File: src/rtl/ppm_pkg.sv
// package for the port pin override multiplexer of port b
//
// Contract
// RULE1: sleep clamp in power-down, power-save, standby
// RULE2: enabled external interrupt pins escape sleep clamp
// RULE3: clamped high interrupt pin flags on wake
// RULE4: pull-up follows override, else ddr,latch,pud = 010
// RULE5: pull-up override value wins over register bits
// RULE6: direction override selects driver enable source
// RULE7: direction override value ignores direction bit
// RULE8: driven level from value override or latch
// RULE9: toggle override inverts output latch bit
// RULE10: input enable follows override or sleep state
// RULE11: input enable override wins in any state
// RULE12: alternate functions get unsynchronised schmitt output
// RULE13: global pull-up disable at control bit 4
// RULE14: pull-ups inactive while held in reset
// RULE15: pin 7 carries both timer compare outputs
// RULE16: pin 4 feeds 16-bit timer external clock
// RULE17: spi master forces pin 3 input
// RULE18: forced input pin 3 keeps latch pull-up
// RULE19: pin 3 drives serial programming data out
// RULE20: pins 3..7 are pin-change interrupt sources
// RULE21: direction one drives latch level, zero inputs
// RULE22: writing one to input bit toggles latch
// RULE23: override muxes combinational, registers on clock
package ppm_pkg;
    // -----------------------------------------------------------------
    // register map
    // -----------------------------------------------------------------
    localparam logic [3:0] PPM_ADDR_INPUT = 4'h0;
    localparam logic [3:0] PPM_ADDR_DIR = 4'h1;
    localparam logic [3:0] PPM_ADDR_LATCH = 4'h2;
    localparam logic [3:0] PPM_ADDR_MCU_CONTROL = 4'h3;
    localparam logic [7:0] PPM_MCU_CONTROL_RESET = 8'h00;
    localparam logic [7:0] PPM_MCU_CONTROL_WMASK = 8'h93;
    localparam int PPM_PUD_BIT = 4;
    localparam logic [7:0] PPM_PORT_RESET = 8'h00;
    localparam logic [2:0] PPM_PULLUP_ON_CODE = 3'b010;
    localparam int PPM_MISO_PIN = 3;
    localparam int PPM_T1_PIN = 4;
    localparam int PPM_OC_PIN = 7;
    localparam int PPM_PCINT_LO = 3;

    // -----------------------------------------------------------------
    // carriers
    // -----------------------------------------------------------------
    typedef struct packed {
        logic [3:0] addr;
        logic [7:0] wdata;
        logic wr;
        logic rd;
    } ppm_bus_req_t;

    typedef struct packed {
        logic [7:0] pullup_override_en;
        logic [7:0] pullup_override_val;
        logic [7:0] direction_override_en;
        logic [7:0] direction_override_val;
        logic [7:0] pin_value_override_en;
        logic [7:0] pin_value_override_val;
        logic [7:0] latch_toggle_override_en;
        logic [7:0] input_enable_override_en;
        logic [7:0] input_enable_override_val;
    } ppm_override_t;

    typedef struct packed {
        logic timer8_compare_out_a;
        logic timer8_compare_en;
        logic timer16_compare_out_c;
        logic timer16_compare_en;
        logic spi_enable;
        logic spi_master;
        logic spi_slave_out;
        logic prog_mode;
        logic prog_serial_data_out;
    } ppm_alt_t;

    typedef struct packed {
        logic [7:0] drive_level;
        logic [7:0] drive_en_n;
        logic [7:0] pullup_en;
    } ppm_pad_t;
endpackage : ppm_pkg

File: src/rtl/ppm_port_mux.sv
// port b pin override multiplexer with its direction, latch and control registers
`timescale 1ns/1ns
module ppm_port_mux (
    input wire logic clk,
    input wire logic reset_n,
    input wire ppm_pkg::ppm_bus_req_t bus_req,
    output logic [7:0] bus_rdata,
    input wire ppm_pkg::ppm_override_t ovr_in,
    input wire ppm_pkg::ppm_alt_t alt_in,
    input wire logic sleep_clamp_mode,
    input wire logic [7:0] ext_irq_enable,
    input wire logic [7:0] schmitt_in,
    output ppm_pkg::ppm_pad_t pad_out,
    output logic [7:0] raw_pad_input,
    output logic [7:0] pin_input_sample,
    output logic timer16_ext_clock_in,
    output logic [4:0] pin_change_src,
    output logic global_pullup_disable
);
    import ppm_pkg::*;

    // -----------------------------------------------------------------
    // registers
    // -----------------------------------------------------------------
    logic [7:0] pin_direction_reg;
    logic [7:0] pin_output_latch_reg;
    logic [7:0] mcu_control_reg;
    logic [7:0] sync1_reg;
    logic [7:0] sync2_reg;
    logic [7:0] clamp_in;
    logic [7:0] in_en;
    ppm_override_t ovr;
    logic wr_dir;
    logic wr_latch;
    logic wr_input;
    logic wr_ctrl;

    // one write decode shared by every register
    function automatic logic wr_hit(input ppm_bus_req_t req, input logic [3:0] addr);
        return req.wr && req.addr == addr;
    endfunction : wr_hit

    assign wr_dir = wr_hit(bus_req, PPM_ADDR_DIR);
    assign wr_latch = wr_hit(bus_req, PPM_ADDR_LATCH);
    assign wr_input = wr_hit(bus_req, PPM_ADDR_INPUT);
    assign wr_ctrl = wr_hit(bus_req, PPM_ADDR_MCU_CONTROL);

    always_ff @(posedge clk or negedge reset_n) begin
        if (!reset_n) begin
            pin_direction_reg <= PPM_PORT_RESET;
        end else if (wr_dir) begin
            pin_direction_reg <= bus_req.wdata; // RULE23
        end
    end

    // a write to the latch address and a toggle in one cycle: toggle acts on the new value
    always_ff @(posedge clk or negedge reset_n) begin
        if (!reset_n) begin
            pin_output_latch_reg <= PPM_PORT_RESET;
        end else begin
            pin_output_latch_reg <= (wr_latch ? bus_req.wdata : pin_output_latch_reg)
                ^ (wr_input ? bus_req.wdata : 8'h00) // RULE22
                ^ ovr.latch_toggle_override_en; // RULE9
        end
    end

    always_ff @(posedge clk or negedge reset_n) begin
        if (!reset_n) begin
            mcu_control_reg <= PPM_MCU_CONTROL_RESET;
        end else if (wr_ctrl) begin
            mcu_control_reg <= bus_req.wdata & PPM_MCU_CONTROL_WMASK; // RULE13
        end
    end

    always_ff @(posedge clk or negedge reset_n) begin
        if (!reset_n) begin
            bus_rdata <= 8'h00;
        end else if (bus_req.rd) begin
            case (bus_req.addr)
                PPM_ADDR_INPUT: bus_rdata <= sync2_reg;
                PPM_ADDR_DIR: bus_rdata <= pin_direction_reg;
                PPM_ADDR_LATCH: bus_rdata <= pin_output_latch_reg;
                PPM_ADDR_MCU_CONTROL: bus_rdata <= mcu_control_reg;
                default: bus_rdata <= 8'h00;
            endcase
        end else begin
            bus_rdata <= 8'h00;
        end
    end

    // -----------------------------------------------------------------
    // alternate function overrides of port b
    // -----------------------------------------------------------------
    logic spi_master_on;
    logic oc_en;
    assign spi_master_on = alt_in.spi_enable && alt_in.spi_master;
    assign oc_en = alt_in.timer8_compare_en || alt_in.timer16_compare_en;

    always_comb begin
        ovr = ovr_in;
        // pin 7 compare outputs only reach the pad when its direction bit or a direction override enables the driver
        if (oc_en) begin
            ovr.pin_value_override_en[PPM_OC_PIN] = 1'b1; // RULE15
            ovr.pin_value_override_val[PPM_OC_PIN] = alt_in.timer8_compare_en
                ? alt_in.timer8_compare_out_a : alt_in.timer16_compare_out_c; // RULE15
        end
        if (spi_master_on) begin
            ovr.direction_override_en[PPM_MISO_PIN] = 1'b1; // RULE17
            ovr.direction_override_val[PPM_MISO_PIN] = 1'b0; // RULE17
            ovr.pullup_override_en[PPM_MISO_PIN] = 1'b1; // RULE18
            ovr.pullup_override_val[PPM_MISO_PIN] = pin_output_latch_reg[PPM_MISO_PIN]
                && !mcu_control_reg[PPM_PUD_BIT]; // RULE18
        end else if (alt_in.spi_enable) begin
            ovr.pin_value_override_en[PPM_MISO_PIN] = 1'b1; // RULE17
            ovr.pin_value_override_val[PPM_MISO_PIN] = alt_in.spi_slave_out;
        end
        if (alt_in.prog_mode) begin
            ovr.direction_override_en[PPM_MISO_PIN] = 1'b1; // RULE19
            ovr.direction_override_val[PPM_MISO_PIN] = 1'b1; // RULE19
            ovr.pin_value_override_en[PPM_MISO_PIN] = 1'b1; // RULE19
            ovr.pin_value_override_val[PPM_MISO_PIN] = alt_in.prog_serial_data_out; // RULE19
        end
    end

    // -----------------------------------------------------------------
    // per-pin mux
    // -----------------------------------------------------------------
    ppm_pad_t pad_next;
    logic [7:0] drive_on;
    always_comb begin
        pad_next = '0;
        drive_on = 8'h00;
        in_en = 8'h00;
        clamp_in = 8'h00;
        for (int i = 0; i < 8; i++) begin
            drive_on[i] = ovr.direction_override_en[i] ? ovr.direction_override_val[i]
                : pin_direction_reg[i]; // RULE6 RULE7 RULE21
            pad_next.drive_en_n[i] = !drive_on[i];
            pad_next.drive_level[i] = ovr.pin_value_override_en[i]
                ? ovr.pin_value_override_val[i] : pin_output_latch_reg[i]; // RULE8 RULE21
            pad_next.pullup_en[i] = ovr.pullup_override_en[i] ? ovr.pullup_override_val[i]
                : ({pin_direction_reg[i], pin_output_latch_reg[i],
                    mcu_control_reg[PPM_PUD_BIT]} == PPM_PULLUP_ON_CODE); // RULE4 RULE5 RULE13
            // an enabled external interrupt keeps its input alive through sleep
            in_en[i] = ovr.input_enable_override_en[i] ? ovr.input_enable_override_val[i]
                : (!sleep_clamp_mode || ext_irq_enable[i]); // RULE1 RULE2 RULE10 RULE11
            // a clamped high pin reads low; the wake step then flags an edge
            clamp_in[i] = schmitt_in[i] && in_en[i]; // RULE1 RULE3
        end
    end

    // outputs registered; reset forces tri-state and pull-ups off
    always_ff @(posedge clk or negedge reset_n) begin
        if (!reset_n) begin
            pad_out.drive_level <= 8'h00;
            pad_out.drive_en_n <= 8'hff;
            pad_out.pullup_en <= 8'h00; // RULE14
            global_pullup_disable <= 1'b0;
        end else begin
            pad_out <= pad_next;
            global_pullup_disable <= mcu_control_reg[PPM_PUD_BIT]; // RULE13
        end
    end

    // -----------------------------------------------------------------
    // input paths
    // -----------------------------------------------------------------
    // raw path carries one flop so the top output stays registered; consumers still sync
    always_ff @(posedge clk or negedge reset_n) begin
        if (!reset_n) begin
            raw_pad_input <= 8'h00;
            timer16_ext_clock_in <= 1'b0;
            pin_change_src <= 5'h00;
        end else begin
            raw_pad_input <= clamp_in; // RULE12
            timer16_ext_clock_in <= clamp_in[PPM_T1_PIN]; // RULE16
            pin_change_src <= clamp_in[7:PPM_PCINT_LO]; // RULE20
        end
    end

    always_ff @(posedge clk or negedge reset_n) begin
        if (!reset_n) begin
            sync1_reg <= 8'h00;
            sync2_reg <= 8'h00;
        end else begin
            sync1_reg <= clamp_in;
            sync2_reg <= sync1_reg;
        end
    end

    always_ff @(posedge clk or negedge reset_n) begin
        if (!reset_n) begin
            pin_input_sample <= 8'h00;
        end else begin
            pin_input_sample <= sync2_reg;
        end
    end
endmodule : ppm_port_mux

File: config.mk
export PLATFORM = sky130hd
export DESIGN_NAME = ppm_port_mux
export DESIGN_NICKNAME = d
export VERILOG_FILES = /design/src/rtl/ppm_pkg.sv /design/src/rtl/ppm_port_mux.sv
export SDC_FILE = /design/constraint.sdc
export NUM_CORES = 1
export LEC_CHECK = 0
export BUFFER_PORTS_ARGS = -buffer_cell sky130_fd_sc_hd__buf_2
export CAP_MARGIN = 20
export CORE_MARGIN = 3
export CORE_UTILIZATION = 48
export DETAILED_ROUTE_END_ITERATION = 10
export PLACE_DENSITY_LB_ADDON = 0.3
export SYNTH_ARGS = -nofsm -noshare
export SYNTH_HDL_FRONTEND = slang
export SYNTH_SLANG_ARGS = --single-unit
File: constraint.sdc
create_clock -name clk -period 1.48 [get_ports clk]
set_input_delay 0 -clock clk [delete_from_list [all_inputs] [get_ports clk]]
set_output_delay 0 -clock clk [all_outputs]
set_load 0.01 [all_outputs]
==> results.cfg, run 1 <==
[worst_hold_path]
hold_depth = 5
holdCritStartpoint = ovr_in[27]
hold_end = pad_out[19]
hold_path_class = input port to flip-flop

[timing]
finalSetupTns_ns = 0
slew_viol_final = 0
rsz0062_at_grt = no
fin_ws_ns = 0.0553
fin_crit_ns = 1.42
slew-limit-headroom_pct = 67.7
worstMarginPinSlew_ns = 0.484
setup_viol = 0
skew_ns = 0.00496
report.final.hold_viol_count = 0
fmax_ghz = 0.702
period_share_pct = 96.3

[place]
dpl_cell_area_um2 = 4100
routabilityCongestion = 0.701
io_buffers = 168
dp_cells = 510
dp_worst_setup_slack_ns = 0.153
place_hpwl_um = 5920

[detailed_routing]
viasPerCell = 5.03
drtAntennaViolNets = 0
dr.pass1.iters = 4
vias = 3161
drc = 0
wire_per_inst_um = 15.9
drt-total-wl_um = 9990
drt_iter0_drc = 152

[power]
leakagePower_nw = 2.70
peakVddDrop_v = 0.000654
power.density_nw_per_um2 = 1110

[synth]
yosys_register_bits = 77
synth-compound-area-share_pct = 12.0
synth_top_family_by_area = compound AO/OA/AOI/OAI gates
syn_area_um2 = 3200
synthCells = 273
syn_avg_cell_area_um2 = 11.7
synth_nets = 387
synth-simple-area-share_pct = 8.32
synth-adder-area-share_pct = 0
synth_cell_types = 26
synth.yosys.seq_area_share_pct = 60.5
synthMuxAreaShare_pct = 11.8
ys.warnings.count = 0
synth_xor_area_share_pct = 2.19

[global_routing]
grt_util_all_layers_pct = 26.6
first_global_vias = 3322
antenna_found_initial = 0
grt_overflow = 0
grt_pass1_wl_um = 15300
grt_start_max_net_pins = 45

[finish]
layout.nets = 661
synthToLayoutAreaGrowth_pct = 66.0
multi_input_area_um2 = 1100
final_common_cell = buf_2
largest_register_ffs = 24
antenna_cells = 0
regArea_um2 = 1940
final_cell_mix = buf_2, dlygate4sd3_1, dfrtp_1, o21ai_0, inv_1
nFillCells = 367
regMostFlops = pad_out
fin_util_pct = 82.8
stdcell_count = 629
design_area_um2 = 5320
layout-drive-gt1-share_pct = 38.9

[setup_path]
reg2reg_slack_ns = 0.06
critPathLaunchType = flip-flop
worst_setup_path_end_kind = flip-flop
slowest_stage = dlygate4sd3_1
slowest_delay_ns = 0.58
worstRegToRegCells = 2
cp_max_fo = 5
arrival_ns = 1.64
worstReg2RegStart = pin_output_latch_reg[6]
cp_top_family = buffers and inverters
required_ns = 1.70
r2r_end = pad_out[22]
critical_path_class = flip-flop to flip-flop
crit_buf_inv = 1
crit_chain = mux2_2 -> dlygate4sd3_1

[clocking]
clkSlewWorstSetupHoldPaths_ns = 0.07
clkSinkCount = 77
cts_tree = yes
root_buffer = clkbuf_8
cts.path.max_buffers = 2
numCtsBuffers = 9
clk_latency_ns = 0.34
htree_levels = 3

[outcome]
status = completed

[die]
die_x_um = 87.7
io-pin-count = 169
start_util_pct = 49.9
die_h_um = 87.7
core.rowCount = 29
core_region_area_um2 = 6420
dieArea_um2 = 7690

[run]
cap_violations = 0
## layer usage
metal	track usage, %	vias up	part of all wire [%]
met5	0	-	0
met4	12.0	0	2.0
met3	7.15	18	7.3
met2	47.0	142	53
met1	30.0	1512	38
li1	-	1489	-
## final cells by class
cell class / instances / area share (%)
flip-flops and latches: 77 / 36.4
repair buffers: 275 / 36.0
clock buffers: 15 / 2.94
clock inverters: 1 / 0.565
well taps: 77 / 1.81
inverters: 22 / 1.55
multi-input cells: 162 / 20.7
## kinds of logic (layout without fill, tap and decap cells)
logic type / count (synthesis) / after routing
xor+xnor: 8 / 8
compound gates: 65 / 65
flops: 77 / 77
mux: 36 / 36
simple gates: 53 / 53
buf+inv: 34 / 313
## metrics by stage
| step | hold WS (ns) | power (mW) |
|---|---|---|
| floorplan | -0.296 | 3.47 |
| global placement | -0.0445 | 3.98 |
| detailed placement | -0.0440 | 4.05 |
| CTS | 0.0602 | 5.86 |
| global route | 0.115 | 6.23 |
| finish | 0.119 | 5.90 |
## Yosys cell counts (all sizes together)
library cell	n	area (µm²)
dfrtp	69	1730
o21ai	25	125
a21oi	23	130
inv	22	82.6
mux2i	21	210
nand2	19	71.3
nor2	19	73.8
mux2	15	169
buf	10	76.3
nand3b	9	67.6
a31oi	8	50.1
dfstp	8	210
xor2	8	70.1
o41ai	5	43.8
o22a	4	35.0
clkbuf	2	7.51
nand3	2	10.0
nand4	1	6.26
nor2b	1	6.26
nor4b	1	23.8
or3	1	7.51
## worst max path at each step
stage / from / slack [ns] / depth (start not counted) / endpoint
3_5_place_dp: bus_req[13] / 0.15 / 5 / pin_direction_reg[1]
2_1_floorplan: bus_req[10] / 0.39 / 6 / pin_output_latch_reg[6]
5_1_grt: pin_output_latch_reg[6] / 0.03 / 2 / pad_out[22]
4_1_cts: pin_output_latch_reg[7] / 0.03 / 5 / pad_out[23]
6_report: pin_output_latch_reg[6] / 0.06 / 2 / pad_out[22]
3_3_place_gp: bus_req[13] / 0.21 / 5 / pin_direction_reg[0]
## power by group
group	switching [mW]	total, mW	internal, mW
clock network	0.701	1.53	0.831
registers	0.321	2.83	2.51
logic	0.692	1.54	0.852
total	1.71	5.90	4.19
## timing repair
item	in CTS	in global routing
endpoints found under the setup margin	0	1
resized for setup	0	1
endpoints found under the hold margin	123	1
buffers inserted	0	1
hold buffers	102	1
## worst reg2reg max path: stages (launching register included)
cell and delay [ns]:
dfrtp_1 0.44, mux2_2 0.29, dlygate4sd3_1 0.58
Note: power is estimated with default switching activity, not from simulation.
==> run 2, diff against run 1 <==
--- a/config.mk
+++ b/config.mk
@@ -10,6 +10,7 @@
 export CORE_MARGIN = 3
 export CORE_UTILIZATION = 48
 export DETAILED_ROUTE_END_ITERATION = 10
+export MAX_ROUTING_LAYER = met4
 export PLACE_DENSITY_LB_ADDON = 0.3
 export SYNTH_ARGS = -nofsm -noshare
 export SYNTH_HDL_FRONTEND = slang
==> run 2 against run 1 <==
  * The run now ends with hold timing left
  * Maximum frequency decreased by 0.92%
  * Core utilization about the same
  * Global-route usage grew 0.78 points
  * Count of clock-buffer cells in the layout did not move
  * Critical path type unchanged
  * Flip-flop and latch count is the same
  * Sequential power is essentially flat
  * Clock skew is essentially flat
  * Critical endpoint unchanged
==> results.cfg, run 2 (synthesis gave the netlist of run 1 again) <==
[outcome]
status = finished, violations left
violations = hold timing

[place]
dpl_cell_area_um2 = 4100
place_hpwl_um = 5920
dp_cells = 510
routabilityCongestion = 0.709
io_buffers = 168

[power]
peakVddDrop_v = 0.000653
power.density_nw_per_um2 = 1110
p_total_mw = 5.93
leakagePower_nw = 2.70

[finish]
antenna_cells = 0
stdcell_count = 629
synthToLayoutAreaGrowth_pct = 65.9
fin_util_pct = 82.8
largest_register_ffs = 24
regMostFlops = pad_out
layout.nets = 661
layout-drive-gt1-share_pct = 39.1
design_area_um2 = 5320
final_cell_mix = buf_2, dlygate4sd3_1, dfrtp_1, o21ai_0, inv_1
final_common_cell = buf_2

[setup_path]
arrival_ns = 1.66
required_ns = 1.70
cp_max_fo = 5
worstRegToRegCells = 2
r2r_end = pad_out[22]
worst_setup_path_end_kind = flip-flop
critPathLaunchType = flip-flop
critical_path_class = flip-flop to flip-flop
reg2reg_slack_ns = 0.04
worstReg2RegStart = pin_output_latch_reg[6]

[detailed_routing]
drtAntennaViolNets = 0
drc = 0
vias = 3146
wire_per_inst_um = 15.9
dr.pass1.iters = 4
viasPerCell = 5.00
drt_iter0_drc = 144
drt-total-wl_um = 10000

[timing]
fmax_ghz = 0.695
slew_viol_final = 0
slew-limit-headroom_pct = 68.0
skew_ns = 0.00529
worstMarginPinSlew_ns = 0.480
rsz0062_at_grt = no
finalSetupTns_ns = 0
period_share_pct = 97.2
setup_viol = 0
report.final.hold_viol_count = 1
hold_ws_ns = -0.0324
fin_crit_ns = 1.44

[global_routing]
first_global_vias = 3325
grt_pass1_wl_um = 15300
grt_start_max_net_pins = 45
antenna_found_initial = 0
grt_overflow = 0
grt_util_all_layers_pct = 27.4

[worst_hold_path]
hold_end = pad_out[23]
holdCritStartpoint = alt_in[5]
hold_depth = 3
hold_path_class = input port to flip-flop

[die]
core_region_area_um2 = 6420
die_h_um = 87.7
dieArea_um2 = 7690
die_x_um = 87.7
core.rowCount = 29
start_util_pct = 49.9
io-pin-count = 169

[run]
cap_violations = 0

[clocking]
cts_tree = yes
clk_latency_ns = 0.34
htree_levels = 3
clkSinkCount = 77
cts.path.max_buffers = 2
numCtsBuffers = 9
clkSlewWorstSetupHoldPaths_ns = 0.07
root_buffer = clkbuf_8
run 2: critical path, stage by stage (launching register included):
cell	delay, ns
dfrtp_1	0.44
mux2_2	0.29
dlygate4sd3_1	0.58
run 2: metrics by stage:
stage | worst slack, ns | hold slack (ns)
after global placement | 0.209 | -0.0445
after global routing | 0.0305 | 0.000757
after detailed placement | 0.153 | -0.0440
after CTS | 0.0274 | 0.0602
final | 0.0420 | -0.0324
after floorplan | 0.386 | -0.296
run 2: worst max-delay path by stage:
stage | start | endpoint | slack [ns]
finish | pin_output_latch_reg[6] | pad_out[22] | 0.04
global placement | bus_req[13] | pin_direction_reg[0] | 0.21
detailed placement | bus_req[13] | pin_direction_reg[1] | 0.15
floorplan | bus_req[10] | pin_output_latch_reg[6] | 0.39
CTS | pin_output_latch_reg[7] | pad_out[23] | 0.03
global route | pin_output_latch_reg[6] | pad_out[22] | 0.03
run 2: cell type report:
type                            count  area, µm²
Inverter                           22       82.6
Multi-Input combinational cell    162       1100
Clock buffer                       15        156
Fill cell                         367       1110
Timing Repair Buffer              275       1910
Clock inverter                      1       30.0
Sequential cell                    77       1940
Tap cell                           77       96.3
run 2: metal layers:
| layer | wire length, µm | track usage [%] | vias up |
|---|---|---|---|
| met5 | 0 | - | - |
| met4 | 246 | 13.7 | 0 |
| met3 | 639 | 4.33 | 23 |
| met2 | 5150 | 47.1 | 137 |
| met1 | 3980 | 30.8 | 1497 |
| li1 | - | - | 1489 |
run 2: repair_timing:
item / 4_1_cts / 5_1_grt
endpoints found under the setup margin: 0 / 1
hold endpoints to repair: 123 / 0
buffers inserted: 0 / 2
gates resized for setup: 0 / 1
hold buffers: 102 / 0
run 2: where the power goes:
part | total [mW] | switching (mW) | internal (mW) | leakage, nW
clock | 1.53 | 0.702 | 0.831 | 0.0919
combinational | 1.56 | 0.698 | 0.867 | 1.67
sequential | 2.83 | 0.321 | 2.51 | 0.941
==> run 3, diff against run 2 <==
--- a/config.mk
+++ b/config.mk
@@ -11,7 +11,7 @@
 export CORE_UTILIZATION = 48
 export DETAILED_ROUTE_END_ITERATION = 10
 export MAX_ROUTING_LAYER = met4
-export PLACE_DENSITY_LB_ADDON = 0.3
+export PLACE_DENSITY = 0.94
 export SYNTH_ARGS = -nofsm -noshare
 export SYNTH_HDL_FRONTEND = slang
 export SYNTH_SLANG_ARGS = --single-unit
==> run 3 against run 2 <==
  * The flow now finishes without violations
  * Die area is the same
  * Flip-flop and latch count is the same
  * Routed wire length grew 9.5%
  * Cell count shrank 0.48%
  * Hold slack gained 0.067 ns
  * Core utilization shrank 0.19 points
  * Clock skew is essentially flat
  * Global-route usage grew 3.2 points
  * Largest cell class unchanged
  * Largest power group unchanged
==> results.cfg, run 3 (synthesis gave the netlist of run 1 again) <==
[finish]
final_common_cell = buf_2
layout.nets = 657
largest_register_ffs = 24
synthToLayoutAreaGrowth_pct = 65.5
final_cell_mix = buf_2, dlygate4sd3_1, dfrtp_1, o21ai_0, inv_1
nFillCells = 365
multi_input_area_um2 = 1100
regArea_um2 = 1940
layout-drive-gt1-share_pct = 40.5
regMostFlops = pad_out

[detailed_routing]
drt-total-wl_um = 11000
drc = 0
wire_per_inst_um = 17.5
drt_iter0_drc = 254
dr.pass1.iters = 5
drtAntennaViolNets = 0
viasPerCell = 5.20
vias = 3255

[clocking]
clk_latency_ns = 0.34
root_buffer = clkbuf_8
numCtsBuffers = 9
cts_tree = yes
cts.path.max_buffers = 2
clkSlewWorstSetupHoldPaths_ns = 0.08
htree_levels = 3
clkSinkCount = 77

[setup_path]
critPathLaunchType = flip-flop
crit_chain = mux2_2 -> dlygate4sd3_1
crit_buf_inv = 1
reg2reg_slack_ns = 0.07
slowest_stage = dlygate4sd3_1
worst_setup_path_end_kind = flip-flop
critical_path_class = flip-flop to flip-flop
slowest_delay_ns = 0.57
arrival_ns = 1.63
cp_max_fo = 5
required_ns = 1.71
cp_top_family = buffers and inverters

[place]
io_buffers = 168
place_hpwl_um = 6380
dp_worst_setup_slack_ns = 0.0933
routabilityCongestion = 0.751

[timing]
fmax_ghz = 0.710
rsz0062_at_grt = no
worstMarginPinSlew_ns = 0.547
fin_ws_ns = 0.0714
period_share_pct = 95.2
slew_viol_final = 0
report.final.hold_viol_count = 0
skew_ns = 0.00489
slew-limit-headroom_pct = 63.5
setup_viol = 0
fin_crit_ns = 1.41
finalSetupTns_ns = 0

[outcome]
status = completed

[global_routing]
antenna_found_initial = 1
grt_pass1_wl_um = 17200
first_global_vias = 3576
grt_start_max_net_pins = 38
grt_util_all_layers_pct = 30.6
grt_overflow = 0

[die]
core.rowCount = 29
dieArea_um2 = 7690
core_region_area_um2 = 6420
start_util_pct = 49.9
io-pin-count = 169
die_x_um = 87.7
die_h_um = 87.7

[worst_hold_path]
hold_path_class = input port to flip-flop

[power]
leakagePower_nw = 2.70
power.density_nw_per_um2 = 1160
peakVddDrop_v = 0.000686
p_total_mw = 6.13

[run]
cap_violations = 0
run 3: changes by cell type in the layout (fill, tap and decap cells not counted), sizes merged:
cell         before  now
buf             174  175
bufinv            1    2
clkbuf           15    9
clkinv            0    3
clkinvlp          0    2
diode             0    1
dlygate4sd3     101   96
run 3: worst paths after layout:
| check | start | endpoint | depth (start not counted) |
|---|---|---|---|
| setup / recovery | pin_output_latch_reg[6] | pad_out[22] | 2 |
| hold / removal | alt_in[5] | pad_out[23] | 3 |
| max in group asynchronous | reset_n | pad_out[13] | 3 |
| min in group asynchronous | reset_n | global_pullup_disable | 2 |
| hold reg to reg | sync2_reg[3] | pin_input_sample[3] | 0 |
| setup reg to reg | pin_output_latch_reg[6] | pad_out[22] | 2 |
run 3: routing by layer:
metal | GRT usage (%) | share of wire [%] | vias up
li1 | - | - | 1480
met1 | 35.1 | 37 | 1519
met2 | 51.2 | 51 | 217
met3 | 7.15 | 8.2 | 39
met4 | 13.4 | 3.2 | 0
met5 | - | 0 | -
run 3: layout make-up:
cell class / instances / share of cell area [%]
inverter: 22 / 1.56
clock inverter: 7 / 1.70
multi-input combinational: 162 / 20.7
tap: 77 / 1.82
timing repair buffer: 271 / 35.3
antenna: 1 / 0.0472
sequential: 77 / 36.6
clock buffer: 9 / 2.34
run 3: power by group:
| group | internal (mW) | leakage (nW) | switching [mW] |
|---|---|---|---|
| clock network | 0.940 | 0.105 | 0.770 |
| logic | 0.851 | 1.66 | 0.727 |
| registers | 2.51 | 0.941 | 0.339 |
| total | 4.30 | 2.70 | 1.84 |
run 3: timing repair:
item	CTS	global route
setup endpoints to repair	0	3
hold buffers	94	4
hold endpoints to repair	125	1
buffers inserted	0	2
resized for setup	0	2
run 3: worst register-to-register path, cell delays in order, from the launching register on:
cell and delay [ns]:
dfrtp_1 0.44, mux2_2 0.28, dlygate4sd3_1 0.57
run 3: through the flow:
step | cell area, µm² | cells | hold slack [ns] | util [%]
3_5_place_dp | 4110 | 511 | -0.0640 | 64.0
2_1_floorplan | 3200 | 273 | -0.296 | -
5_1_grt | 5300 | 626 | 0.0393 | 82.6
4_1_cts | 5260 | 621 | 0.00319 | 82.0
6_report | 5300 | 626 | 0.0347 | 82.6
3_3_place_gp | 4110 | 511 | -0.0694 | 64.0
